File: src/shared/aqt_defs.vh
`ifndef AQT_DEFS_VH
`define AQT_DEFS_VH

// Register byte offsets
`define AQT_OFS_CTRL      8'h00
`define AQT_OFS_START     8'h04
`define AQT_OFS_REF       8'h08
`define AQT_OFS_PAUSE     8'h0c
`define AQT_OFS_CLK       8'h10
`define AQT_OFS_SCAN_DIV  8'h14
`define AQT_OFS_SCAN_DLY  8'h18
`define AQT_OFS_CONV_DIV  8'h1c
`define AQT_OFS_CONV_DLY  8'h20
`define AQT_OFS_NCHAN     8'h24
`define AQT_OFS_BUF_SIZE  8'h28
`define AQT_OFS_PRETRIG   8'h2c
`define AQT_OFS_ROUTE     8'h30
`define AQT_OFS_STATUS    8'h34
`define AQT_OFS_COUNT     8'h38
`define AQT_OFS_WR_ADDR   8'h3c

// Control register fields
`define AQT_CTRL_GO       0
`define AQT_CTRL_HALT     1
`define AQT_CTRL_CONT     2
`define AQT_CTRL_REF_EN   3
`define AQT_CTRL_TRIG_EN  4

// Trigger config fields (start, reference, pause)
`define AQT_SRC_LSB       0
`define AQT_SRC_MSB       4
`define AQT_EDGE_FALL     8
`define AQT_PAUSE_EN      9

// Clock config fields
`define AQT_CLK_SCAN_EXT  5
`define AQT_CLK_SCAN_FALL 6
`define AQT_CLK_CONV_LSB  8
`define AQT_CLK_CONV_MSB  12
`define AQT_CLK_CONV_EXT  13
`define AQT_CLK_CONV_FALL 14
`define AQT_CLK_TB_SEL    16
`define AQT_CLK_SINGLE    17

// Route register fields: line code 0..15 function line, 16..23 interboard; pause code 0..7 selects interboard lines
`define AQT_RT_CONV_LSB   0
`define AQT_RT_CONV_EN    5
`define AQT_RT_HOLD_LSB   8
`define AQT_RT_HOLD_EN    13
`define AQT_RT_HOLD_LOW   14
`define AQT_RT_START_LSB  16
`define AQT_RT_START_EN   21
`define AQT_RT_PAUSE_LSB  24
`define AQT_RT_PAUSE_EN   27

// Source index of the analog comparison event
`define AQT_SRC_ANALOG    5'd25

// Reset values
`define AQT_SCAN_DLY_RST  16'h0002
`define AQT_CONV_DLY_RST  16'h0003
`define AQT_NCHAN_RST     8'h01

// Timebase derivation
`define AQT_PCLK_HZ       100000000
`define AQT_TB20_HZ       20000000
`define AQT_TB20_DIV      (`AQT_PCLK_HZ / `AQT_TB20_HZ)

`endif

File: src/rtl/aqt_engine.v
// Chosen here: the address map and register access over APB.
`timescale 1ns/1ps
`include "aqt_defs.vh"

module aqt_engine #(
   parameter CW = 16,
   parameter SW = 24
) (
   // Clock, reset, enable
   input  wire          pclk,
   input  wire          presetn,
   input  wire          clk_en,
   // APB slave
   input  wire [7:0]    paddr,
   input  wire          psel,
   input  wire          penable,
   input  wire          pwrite,
   input  wire [31:0]   pwdata,
   output reg  [31:0]   prdata,
   output wire          pready,
   output wire          pslverr,
   // External lines and analog comparison event
   input  wire [15:0]   func_line_in,
   input  wire [7:0]    ib_line_in,
   input  wire          star_line_in,
   input  wire          analog_cmp_in,
   // Same-clock internal sources
   input  wire [1:0]    counter_out_in,
   input  wire          scan_timebase_tick,
   // Line drivers
   output wire [15:0]   func_line_out,
   output wire [15:0]   func_line_oe,
   output wire [7:0]    ib_line_out,
   output wire [7:0]    ib_line_oe,
   // Converter and sample store
   output reg           adc_convert,
   output reg           buf_wr_stb,
   output reg  [SW-1:0] buf_wr_addr,
   output wire          acq_running
);

   localparam S_IDLE = 3'd0;
   localparam S_WAIT = 3'd1;
   localparam S_PRE  = 3'd2;
   localparam S_ARM  = 3'd3;
   localparam S_POST = 3'd4;
   localparam S_CONT = 3'd5;
   localparam NPIN   = 26;
   localparam integer TB20_DIV_I = `AQT_TB20_DIV;
   localparam [2:0]   TB20_DIV   = TB20_DIV_I[2:0];

   // Pin synchronisers: change taken once stages two and three agree
   wire [NPIN-1:0] pin_raw = {analog_cmp_in, star_line_in,
                              ib_line_in, func_line_in};
   reg  [NPIN-1:0] pin_s1;
   reg  [NPIN-1:0] pin_s2;
   reg  [NPIN-1:0] pin_s3;
   reg  [NPIN-1:0] pin_q;
   genvar g;
   generate
      for (g = 0; g < NPIN; g = g + 1) begin : g_sync
         always @(posedge pclk or negedge presetn) begin
            if (!presetn) begin
               pin_s1[g] <= 1'b0;
               pin_s2[g] <= 1'b0;
               pin_s3[g] <= 1'b0;
               pin_q[g]  <= 1'b0;
            end else if (clk_en) begin
               pin_s1[g] <= pin_raw[g];
               pin_s2[g] <= pin_s1[g];
               pin_s3[g] <= pin_s2[g];
               if (pin_s2[g] == pin_s3[g])
                  pin_q[g] <= pin_s3[g];
            end
         end
      end
   endgenerate

   // Source vector: 0..15 func, 16..23 interboard, 24 star, 25 analog,
   // 26..27 counters
   wire [31:0] src_vec = {4'h0, counter_out_in, pin_q};

   // Registers
   reg          cont_mode;
   reg          ref_en;
   reg          trig_en;
   reg  [31:0]  start_cfg;
   reg  [31:0]  ref_cfg;
   reg  [31:0]  pause_cfg;
   reg  [31:0]  clk_cfg;
   reg  [CW-1:0] scan_div;
   reg  [CW-1:0] scan_dly;
   reg  [CW-1:0] conv_div;
   reg  [CW-1:0] conv_dly;
   reg  [7:0]   nchan;
   reg  [SW-1:0] buf_size;
   reg  [SW-1:0] pretrig;
   reg  [31:0]  route;

   wire wr_en  = psel & penable & pwrite & clk_en;
   wire cmd_go = wr_en & (paddr == `AQT_OFS_CTRL) & pwdata[`AQT_CTRL_GO];
   wire cmd_halt = wr_en & (paddr == `AQT_OFS_CTRL)
                   & pwdata[`AQT_CTRL_HALT];

   // Engine state
   reg  [2:0]    state;
   reg           in_sample;
   reg  [7:0]    conv_left;
   reg  [CW-1:0] scan_cnt;
   reg  [CW-1:0] conv_cnt;
   reg  [SW-1:0] samp_cnt;
   reg           last_samp;
   reg           scan_int;
   reg  [2:0]    tb20_cnt;
   reg           start_q;
   reg           hold_q;
   reg  [3:0]    prev;

   // Selected sources
   wire start_raw = src_vec[start_cfg[`AQT_SRC_MSB:`AQT_SRC_LSB]];
   wire ref_raw   = src_vec[ref_cfg[`AQT_SRC_MSB:`AQT_SRC_LSB]];
   wire pause_raw = src_vec[pause_cfg[`AQT_SRC_MSB:`AQT_SRC_LSB]];
   wire scan_raw  = src_vec[clk_cfg[`AQT_SRC_MSB:`AQT_SRC_LSB]];
   wire conv_raw  = src_vec[clk_cfg[`AQT_CLK_CONV_MSB:`AQT_CLK_CONV_LSB]];

   wire start_fall = start_cfg[`AQT_EDGE_FALL] &
                     (start_cfg[`AQT_SRC_MSB:`AQT_SRC_LSB] != `AQT_SRC_ANALOG);
   wire start_edge = start_fall ? (prev[0] & ~start_raw)
                                : (~prev[0] & start_raw);
   wire ref_fall = ref_cfg[`AQT_EDGE_FALL] &
                   (ref_cfg[`AQT_SRC_MSB:`AQT_SRC_LSB] != `AQT_SRC_ANALOG);
   wire ref_edge = ref_fall ? (prev[1] & ~ref_raw) : (~prev[1] & ref_raw);
   wire scan_ext_edge = clk_cfg[`AQT_CLK_SCAN_FALL] ?
                        (prev[2] & ~scan_raw) : (~prev[2] & scan_raw);
   wire conv_ext_edge = clk_cfg[`AQT_CLK_CONV_FALL] ?
                        (prev[3] & ~conv_raw) : (~prev[3] & conv_raw);

   wire pause_act = pause_cfg[`AQT_PAUSE_EN] &
                    (pause_raw ^ pause_cfg[`AQT_EDGE_FALL]);

   wire running = (state >= S_PRE);
   wire single  = clk_cfg[`AQT_CLK_SINGLE];
   wire conv_ext = clk_cfg[`AQT_CLK_CONV_EXT] | single;

   // conversion timebase: scan timebase or derived 20 MHz
   wire tb20_tick = (tb20_cnt == 3'd0);
   wire conv_tb = clk_cfg[`AQT_CLK_TB_SEL] ? scan_timebase_tick
                                           : tb20_tick;

   // Mode bits written along with GO must govern that very start,
   // not the stale register contents
   wire cfg_trig = cmd_go ? pwdata[`AQT_CTRL_TRIG_EN] : trig_en;
   wire cfg_cont = cmd_go ? pwdata[`AQT_CTRL_CONT] : cont_mode;
   wire cfg_ref  = cmd_go ? pwdata[`AQT_CTRL_REF_EN] : ref_en;

   // begin on trigger edge, or on the command without triggers
   wire go = ((state == S_IDLE) & cmd_go & ~cfg_trig) |
             ((state == S_WAIT) & start_edge);

   wire scan_ev = single ? conv_ext_edge :
                  clk_cfg[`AQT_CLK_SCAN_EXT] ? scan_ext_edge : scan_int;
   wire int_conv = in_sample & conv_tb & (conv_cnt <= 1);
   wire conv_ev = conv_ext ? conv_ext_edge : int_conv;

   // sample accepted only while running and idle between samples
   wire scan_acc = running & ~in_sample & ~last_samp & scan_ev;
   // conversions only inside an accepted sample
   wire conv_acc = running & conv_ev & (in_sample | (single & scan_acc));
   // conversions per sample from the channel count
   wire [7:0] left_now = scan_acc ? nchan : conv_left;
   wire samp_done = conv_acc & (left_now <= 8'd1);

   wire [SW-1:0] posttrig = buf_size - pretrig;

   assign acq_running = running;
   assign pready = clk_en;
   wire mapped = (paddr[1:0] == 2'b00) & (paddr <= `AQT_OFS_WR_ADDR);
   assign pslverr = psel & penable & ~mapped;

   // APB read data, registered during the setup cycle
   reg [31:0] rd_mux;
   always @* begin
      rd_mux = 32'h0000_0000;
      case (paddr)
         `AQT_OFS_CTRL:     rd_mux = {27'h0, trig_en, ref_en,
                                      cont_mode, 2'b00};
         `AQT_OFS_START:    rd_mux = start_cfg;
         `AQT_OFS_REF:      rd_mux = ref_cfg;
         `AQT_OFS_PAUSE:    rd_mux = pause_cfg;
         `AQT_OFS_CLK:      rd_mux = clk_cfg;
         `AQT_OFS_SCAN_DIV: rd_mux[CW-1:0] = scan_div;
         `AQT_OFS_SCAN_DLY: rd_mux[CW-1:0] = scan_dly;
         `AQT_OFS_CONV_DIV: rd_mux[CW-1:0] = conv_div;
         `AQT_OFS_CONV_DLY: rd_mux[CW-1:0] = conv_dly;
         `AQT_OFS_NCHAN:    rd_mux[7:0] = nchan;
         `AQT_OFS_BUF_SIZE: rd_mux[SW-1:0] = buf_size;
         `AQT_OFS_PRETRIG:  rd_mux[SW-1:0] = pretrig;
         `AQT_OFS_ROUTE:    rd_mux = route;
         `AQT_OFS_STATUS:   rd_mux = {19'h0, conv_left, pause_act,
                                      in_sample, state[2:0]};
         `AQT_OFS_COUNT:    rd_mux[SW-1:0] = samp_cnt;
         `AQT_OFS_WR_ADDR:  rd_mux[SW-1:0] = buf_wr_addr;
         default:           rd_mux = 32'h0000_0000;
      endcase
   end

   always @(posedge pclk or negedge presetn) begin
      if (!presetn) begin
         prdata    <= 32'h0000_0000;
         cont_mode <= 1'b0;
         ref_en    <= 1'b0;
         trig_en   <= 1'b0;
         start_cfg <= 32'h0000_0000;
         ref_cfg   <= 32'h0000_0000;
         pause_cfg <= 32'h0000_0000;
         clk_cfg   <= 32'h0000_0000;
         scan_div  <= {{(CW-1){1'b0}}, 1'b1};
         scan_dly  <= `AQT_SCAN_DLY_RST;
         conv_div  <= {{(CW-1){1'b0}}, 1'b1};
         conv_dly  <= `AQT_CONV_DLY_RST;
         nchan     <= `AQT_NCHAN_RST;
         buf_size  <= {SW{1'b0}};
         pretrig   <= {SW{1'b0}};
         route     <= 32'h0000_0000;
      end else if (clk_en) begin
         if (psel & ~penable & ~pwrite)
            prdata <= rd_mux;
         if (wr_en) begin
            case (paddr)
               `AQT_OFS_CTRL: begin
                  cont_mode <= pwdata[`AQT_CTRL_CONT];
                  ref_en    <= pwdata[`AQT_CTRL_REF_EN];
                  trig_en   <= pwdata[`AQT_CTRL_TRIG_EN];
               end
               `AQT_OFS_START:    start_cfg <= pwdata;
               `AQT_OFS_REF:      ref_cfg <= pwdata;
               `AQT_OFS_PAUSE:    pause_cfg <= pwdata;
               `AQT_OFS_CLK:      clk_cfg <= pwdata;
               `AQT_OFS_SCAN_DIV: scan_div <= pwdata[CW-1:0];
               `AQT_OFS_SCAN_DLY: scan_dly <= pwdata[CW-1:0];
               `AQT_OFS_CONV_DIV: conv_div <= pwdata[CW-1:0];
               `AQT_OFS_CONV_DLY: conv_dly <= pwdata[CW-1:0];
               `AQT_OFS_NCHAN:    nchan <= pwdata[7:0];
               `AQT_OFS_BUF_SIZE: buf_size <= pwdata[SW-1:0];
               `AQT_OFS_PRETRIG:  pretrig <= pwdata[SW-1:0];
               `AQT_OFS_ROUTE:    route <= pwdata;
               default: ;
            endcase
         end
      end
   end

   // Acquisition sequencer
   always @(posedge pclk or negedge presetn) begin
      if (!presetn) begin
         state       <= S_IDLE;
         in_sample   <= 1'b0;
         conv_left   <= 8'h00;
         scan_cnt    <= {CW{1'b0}};
         conv_cnt    <= {CW{1'b0}};
         samp_cnt    <= {SW{1'b0}};
         last_samp   <= 1'b0;
         scan_int    <= 1'b0;
         tb20_cnt    <= 3'd0;
         start_q     <= 1'b0;
         hold_q      <= 1'b0;
         adc_convert <= 1'b0;
         buf_wr_stb  <= 1'b0;
         buf_wr_addr <= {SW{1'b0}};
         prev        <= 4'h0;
      end else if (clk_en) begin
         prev <= {conv_raw, scan_raw, ref_raw, start_raw};
         tb20_cnt <= tb20_tick ? TB20_DIV - 3'd1 : tb20_cnt - 3'd1;
         // one-cycle high pulse at acquisition begin
         start_q <= go;
         adc_convert <= conv_acc;
         hold_q <= conv_acc;
         buf_wr_stb <= samp_done;
         scan_int <= 1'b0;

         // internal sample clock, held while paused
         if (go) begin
            scan_cnt <= scan_dly;
         end else if (running & scan_timebase_tick & ~pause_act) begin
            if (scan_cnt <= 1) begin
               scan_int <= 1'b1;
               scan_cnt <= scan_div;
            end else begin
               scan_cnt <= scan_cnt - 1'b1;
            end
         end

         // conversion counter: delay, then divide per pulse
         if (scan_acc)
            conv_cnt <= conv_dly;
         else if (in_sample & conv_tb) begin
            if (conv_cnt <= 1)
               conv_cnt <= conv_div;
            else
               conv_cnt <= conv_cnt - 1'b1;
         end

         if (conv_acc) begin
            in_sample <= ~samp_done;
            conv_left <= left_now - 8'd1;
         end else if (scan_acc) begin
            in_sample <= 1'b1;
            conv_left <= nchan;
         end

         // store address wraps over the buffer
         if (samp_done) begin
            if (buf_wr_addr + 1'b1 >= buf_size)
               buf_wr_addr <= {SW{1'b0}};
            else
               buf_wr_addr <= buf_wr_addr + 1'b1;
         end

         case (state)
            S_IDLE: begin
               last_samp <= 1'b0;
               if (cmd_go & cfg_trig)
                  state <= S_WAIT;
            end
            S_WAIT: ;
            S_PRE: begin
               if (scan_acc) begin
                  samp_cnt <= samp_cnt - 1'b1;
                  if (samp_cnt <= 1)
                     state <= S_ARM;
               end
            end
            S_ARM: begin
               if (ref_edge) begin
                  samp_cnt <= posttrig;
                  state <= S_POST;
                  if (posttrig == {SW{1'b0}})
                     last_samp <= 1'b1;
               end
            end
            S_POST: begin
               if (scan_acc) begin
                  samp_cnt <= samp_cnt - 1'b1;
                  if (samp_cnt <= 1)
                     last_samp <= 1'b1;
               end
            end
            S_CONT: ;
            default: state <= S_IDLE;
         endcase

         if (go) begin
            buf_wr_addr <= {SW{1'b0}};
            last_samp <= 1'b0;
            if (cfg_cont)
               state <= S_CONT;
            else if (cfg_ref) begin
               samp_cnt <= pretrig;
               state <= (pretrig == {SW{1'b0}}) ? S_ARM : S_PRE;
            end else begin
               samp_cnt <= buf_size;
               state <= S_POST;
            end
         end

         // stop on count done or software command
         if (cmd_halt | (state == S_POST & last_samp &
                         (~in_sample | samp_done))) begin
            state <= S_IDLE;
            in_sample <= 1'b0;
         end
      end
   end

   // Line drivers; outputs registered so lines change on clock edges
   reg [23:0] line_out;
   reg [23:0] line_oe;
   wire hold_lvl = hold_q ^ route[`AQT_RT_HOLD_LOW];
   generate
      for (g = 0; g < 24; g = g + 1) begin : g_line
         wire sel_conv  = route[`AQT_RT_CONV_EN] &
            (route[`AQT_RT_CONV_LSB+4:`AQT_RT_CONV_LSB] == g);
         wire sel_hold  = route[`AQT_RT_HOLD_EN] &
            (route[`AQT_RT_HOLD_LSB+4:`AQT_RT_HOLD_LSB] == g);
         wire sel_start = route[`AQT_RT_START_EN] &
            (route[`AQT_RT_START_LSB+4:`AQT_RT_START_LSB] == g);
         // Pause output may only reach interboard lines
         wire sel_pause = route[`AQT_RT_PAUSE_EN] & (g >= 16) &
            (route[`AQT_RT_PAUSE_LSB+2:`AQT_RT_PAUSE_LSB] == (g & 7));
         always @(posedge pclk or negedge presetn) begin
            if (!presetn) begin
               line_out[g] <= 1'b0;
               line_oe[g]  <= 1'b0;
            end else if (clk_en) begin
               line_oe[g] <= sel_conv | sel_hold | sel_start | sel_pause;
               if (sel_conv)
                  line_out[g] <= ~conv_acc;
               else if (sel_hold)
                  line_out[g] <= hold_lvl;
               else if (sel_start)
                  line_out[g] <= go;
               else if (sel_pause)
                  line_out[g] <= pause_act;
               else
                  line_out[g] <= 1'b0;
            end
         end
      end
   endgenerate

   assign func_line_out = line_out[15:0];
   assign func_line_oe  = line_oe[15:0];
   assign ib_line_out   = line_out[23:16];
   assign ib_line_oe    = line_oe[23:16];

endmodule

File: config.mk
export PLATFORM = sky130hd
export DESIGN_NAME = aqt_engine
export DESIGN_NICKNAME = d
export VERILOG_FILES = /design/src/rtl/aqt_engine.v
export VERILOG_INCLUDE_DIRS = /design/src /design/src/shared
export SDC_FILE = /design/constraint.sdc
export NUM_CORES = 1
export LEC_CHECK = 0
export ABC_CLOCK_PERIOD_IN_PS = 5500
export BUFFER_PORTS_ARGS = -buffer_cell sky130_fd_sc_hd__buf_4
export CORE_MARGIN = 5
export CORE_UTILIZATION = 62
export CTS_CLUSTER_SIZE = 10
export DETAILED_ROUTE_END_ITERATION = 10
export PLACE_DENSITY = 0.87
export RECOVER_POWER = 50
export SETUP_SLACK_MARGIN = 0.3
export SYNTH_ARGS = -nofsm -noshare
export SYNTH_HDL_FRONTEND = slang
export SYNTH_SLANG_ARGS = --single-unit
export TNS_END_PERCENT = 10
File: constraint.sdc
create_clock -name pclk -period 5.5 [get_ports pclk]
set_input_delay 0.55 -clock pclk [delete_from_list [all_inputs] [get_ports pclk]]
set_output_delay 0.55 -clock pclk [all_outputs]
set_load 0.02 [all_outputs]
==> results.cfg <==
[timing]
rsz_0062_raised_after_global_routing = false
final_worst_path_period_share_pct = 90.2
timing.final.max_slew_violations = 427
period_needed_ns = 4.96
tightestPinTransition_ns = 2.90
totalNegativeSetupSlack_ns = 0
finalHoldViolCount = 0
max-slew-margin-rel_pct = -93.7
fin_skew_ns = 0.0374
setup_viol = 0
achievable_freq_mhz = 202

[placement]
dpl.hpwl_microns = 81400
gp_congestion = 1.05
buffers_on_ports = 183

[die]
start_util_pct = 62.6
coreArea_sq_um = 50100
die_x_microns = 235
placementRows = 82
io_pins = 184
dieArea_sq_um = 55200
die_h_microns = 235

[global_route]
gr-usage-met2_pct = 61.1
gr_util_met1_pct = 54.3
grt_pass1_vias = 27328
antenna_found_initial = 2
grt_max_degree = 191
grt_util_met3_pct = 12.7
global_route.overflow_total = 0
grt_busiest_layer = met2
grt_usage_pct = 40.8
grt_pass1_wl_microns = 174000

[min_path]
min-delay-path-class = input port to flip-flop

[worst_setup_path]
timing.critical_path.fanout_max = 11
crit_chain = mux4_2 -> mux2_2 -> nand3_1 -> nand4_1 -> mux2i_2 -> a32o_2 -> mux2i_1 -> ha_1 -> nor2_1 -> o41ai_4 -> or3b_1 -> o2bb2ai_2
crit_slowest_cell = sky130_fd_sc_hd__dfrtp_1
slowest_delay_ns = 0.68
cp-start-kind = flip-flop
timing.critical_path.to_type = flip-flop
timing_worst_setup_path_type = flip-flop to flip-flop
worst_ep_required_time_ns = 6.02
critPathArrivalTime_ns = 5.48

[flow_run]
max-cap-violations = 4

[layout]
filler_cell_count = 3809
layout_common_cells = 564 x sky130_fd_sc_hd__dfrtp_1, 345 x sky130_fd_sc_hd__mux2_2, 269 x sky130_fd_sc_hd__nor2_1
syn_to_final_growth_pct = 11.2
num-nets-final = 3311
drive_gt1_share_pct = 20.8
mostFrequentLayoutCell = sky130_fd_sc_hd__dfrtp_1

[synthesis]
synth-seq-area-share_pct = 45.5
synthDominantCellAreaShare_pct = 45.0
synth.area.mux_share_pct = 15.7
synth.largest_area_cell = sky130_fd_sc_hd__dfrtp_1
main_combinational_cell_family_by_area_after_synthesis = compound AO/OA/AOI/OAI gates
ys_top_cells_by_area = sky130_fd_sc_hd__dfrtp_1 45%, sky130_fd_sc_hd__mux2_2 12%, sky130_fd_sc_hd__nor2_1 3.3%
ys_seq_elements = 570
synth_compound_area_share_pct = 18.2
syn_inst = 3078
synth_simple_gate_area_share_pct = 12.4
synth_warnings = 0
post_synthesis_share_of_cell_area_spent_on_xor_and_xnor_gates_pct = 1.79
async_reset_ff_share_pct = 100
syn-mean-instance-area_sq_um = 10.2
predominant_post_synthesis_flop_cell = sky130_fd_sc_hd__dfrtp_1
synth_edf_count = 0
yosysUniqueCellTypes = 83
post_synthesis_net_count = 3211
netlist_area_pre_place_sq_um = 31400
post_synth_fa_ha_maj_area_fraction_pct = 2.34

[clock_network]
cts_tree = built
post-cts-setup-buffers = 0
clk_path_buf_depth = 3
ctsRootBufferMaster = sky130_fd_sc_hd__clkbuf_16
htreeDepth = 3
clk-insertion-delay-late_ns = 0.62
numCtsBuffers = 68
cts.sinks = 570
clk_pin_slew_worst_paths_ns = 0.05

[status]
run_status = finished, violations left
failed_checks = capacitance limit, slew limit

[routing]
wl_microns = 116000
drc = 0
wl_per_cell_microns = 29.8
ant_nets = 0
route.detailed.vias_per_inst = 7.12
drt_iter0_drc = 3763
route.vias.total = 27637
dr.pass1.iters = 8

[power_and_ir_drop]
power_frac_seq_pct = 43.5
power.share.switching_pct = 33.2
comb_power_share_pct = 22.9
power_switching_mw = 4.05
total_leakage_power_nw = 15.6
cellInternalPower_mw = 8.15
clkPwrFrac_pct = 33.6
vdd.ir_drop.worst_uv = 276
power_per_cell_area_nw_per_um2 = 350
design_power_total_mw = 12.2
[registers in the layout, summed over array words and instances (netlist names), 24 cells and up]
name / count
start_cfg: 32
samp_cnt: 24
ref_cfg: 32
pin_s2: 26
pin_q: 26
pin_s1: 26
route: 32
buf_wr_addr: 24
pause_cfg: 32
pin_s3: 26
buf_size: 24
prdata: 32
clk_cfg: 32
pretrig: 24
[path summary, 6_finish.rpt]
kind                                                   start                           end  slack, ns  depth (start not counted)
worst max-delay path                  clk_cfg[8]$_DFFE_PN0P_   buf_wr_addr[21]$_DFFE_PN0P_       0.54                         12
worst min-delay path                         func_line_in[3]         pin_s1[3]$_DFFE_PN0P_       0.18                          2
worst max register to register        clk_cfg[8]$_DFFE_PN0P_   buf_wr_addr[21]$_DFFE_PN0P_       0.54                         12
worst min register to register  func_line_out[8]$_DFFE_PN0P_  func_line_out[8]$_DFFE_PN0P_       0.47                          1
max in group asynchronous                            presetn        clk_cfg[8]$_DFFE_PN0P_       1.70                          3
min in group asynchronous                            presetn  func_line_out[6]$_DFFE_PN0P_       0.53                          2
[layer usage]
metal	vias up	wire (microns)
li1	11598	-
met1	13595	43500
met2	1986	50700
met3	454	14400
met4	4	7080
met5	-	52
[worst max-delay path: cells and delay by family, from the launching register on]
kind / cells / cell delay [ns]
AOI/OAI and AO/OA: 3 / 1.22
adders and majority gates: 1 / 0.32
muxes: 4 / 1.57
DFF: 1 / 0.68
and+or+nand+nor: 4 / 1.07
[logic make-up (layout without fill, tap and decap cells)]
family | after synthesis | after routing
other | 0 | 2
buffers and inverters | 325 | 457
muxes | 411 | 411
xor gates and xnor gates | 64 | 64
AOI/OAI and AO/OA | 825 | 825
DFF | 570 | 570
adders and majority gates | 58 | 58
and+or+nand+nor | 825 | 825
[Yosys cell counts, types with 23 or more instances]
library cell / count
sky130_fd_sc_hd__a211oi_1: 53
sky130_fd_sc_hd__a21o_1: 49
sky130_fd_sc_hd__a21oi_1: 126
sky130_fd_sc_hd__a221oi_1: 32
sky130_fd_sc_hd__a222oi_1: 24
sky130_fd_sc_hd__a22oi_1: 93
sky130_fd_sc_hd__a31oi_1: 59
sky130_fd_sc_hd__buf_1: 27
sky130_fd_sc_hd__clkbuf_1: 171
sky130_fd_sc_hd__dfrtp_1: 564
sky130_fd_sc_hd__ha_1: 57
sky130_fd_sc_hd__inv_1: 116
sky130_fd_sc_hd__mux2_2: 346
sky130_fd_sc_hd__mux2i_1: 33
sky130_fd_sc_hd__mux4_2: 30
sky130_fd_sc_hd__nand2_1: 224
sky130_fd_sc_hd__nand2b_1: 25
sky130_fd_sc_hd__nand3_1: 81
sky130_fd_sc_hd__nand4_1: 28
sky130_fd_sc_hd__nor2_1: 276
sky130_fd_sc_hd__nor3_1: 35
sky130_fd_sc_hd__o211ai_1: 31
sky130_fd_sc_hd__o21a_1: 25
sky130_fd_sc_hd__o21ai_0: 181
sky130_fd_sc_hd__or3_1: 23
sky130_fd_sc_hd__xnor2_1: 41
sky130_fd_sc_hd__xor2_1: 23
[power by group through the flow]
| stage | registers (mW) | logic [mW] | clock network, mW |
|---|---|---|---|
| floorplan | 5.14 | 1.89 | 0 |
| global placement | 5.30 | 2.67 | 0 |
| detailed placement | 5.33 | 2.75 | 0 |
| CTS | 5.28 | 2.80 | 4.14 |
| global route | 5.35 | 3.05 | 4.30 |
| finish | 5.31 | 2.79 | 4.10 |
[per-stage QoR]
stage               instance area [sq um]  utilization [%]  hold WS (ns)  cells  setup slack (ns)
finish                              34900             69.6         0.178   3884             0.540
CTS                                 35200             70.4         0.152   3882             0.508
global route                        34900             69.6         0.164   3882             0.382
global placement                    33300             66.5         0.464   3779             0.710
detailed placement                  33300             66.5         0.470   3779             0.522
floorplan                           31400                -         0.254   3078             0.887
[cell type report]
type | instances | area, sq um | area share, %
Multi-Input combinational cell | 2183 | 15900 | 45.5
Clock inverter | 6 | 67.6 | 0.194
Timing Repair Buffer | 239 | 1490 | 4.28
Antenna cell | 2 | 5.00 | 0.0144
Inverter | 116 | 435 | 1.25
Sequential cell | 570 | 14300 | 40.9
Tap cell | 672 | 841 | 2.41
Clock buffer | 96 | 1880 | 5.39
[repair_timing]
action,CTS,global route
hold endpoints to repair,73,0
setup endpoints to repair,0,1
hold buffers,1,0
resized for setup,0,1
No activity file was read; power rests on OpenSTA's default activity.
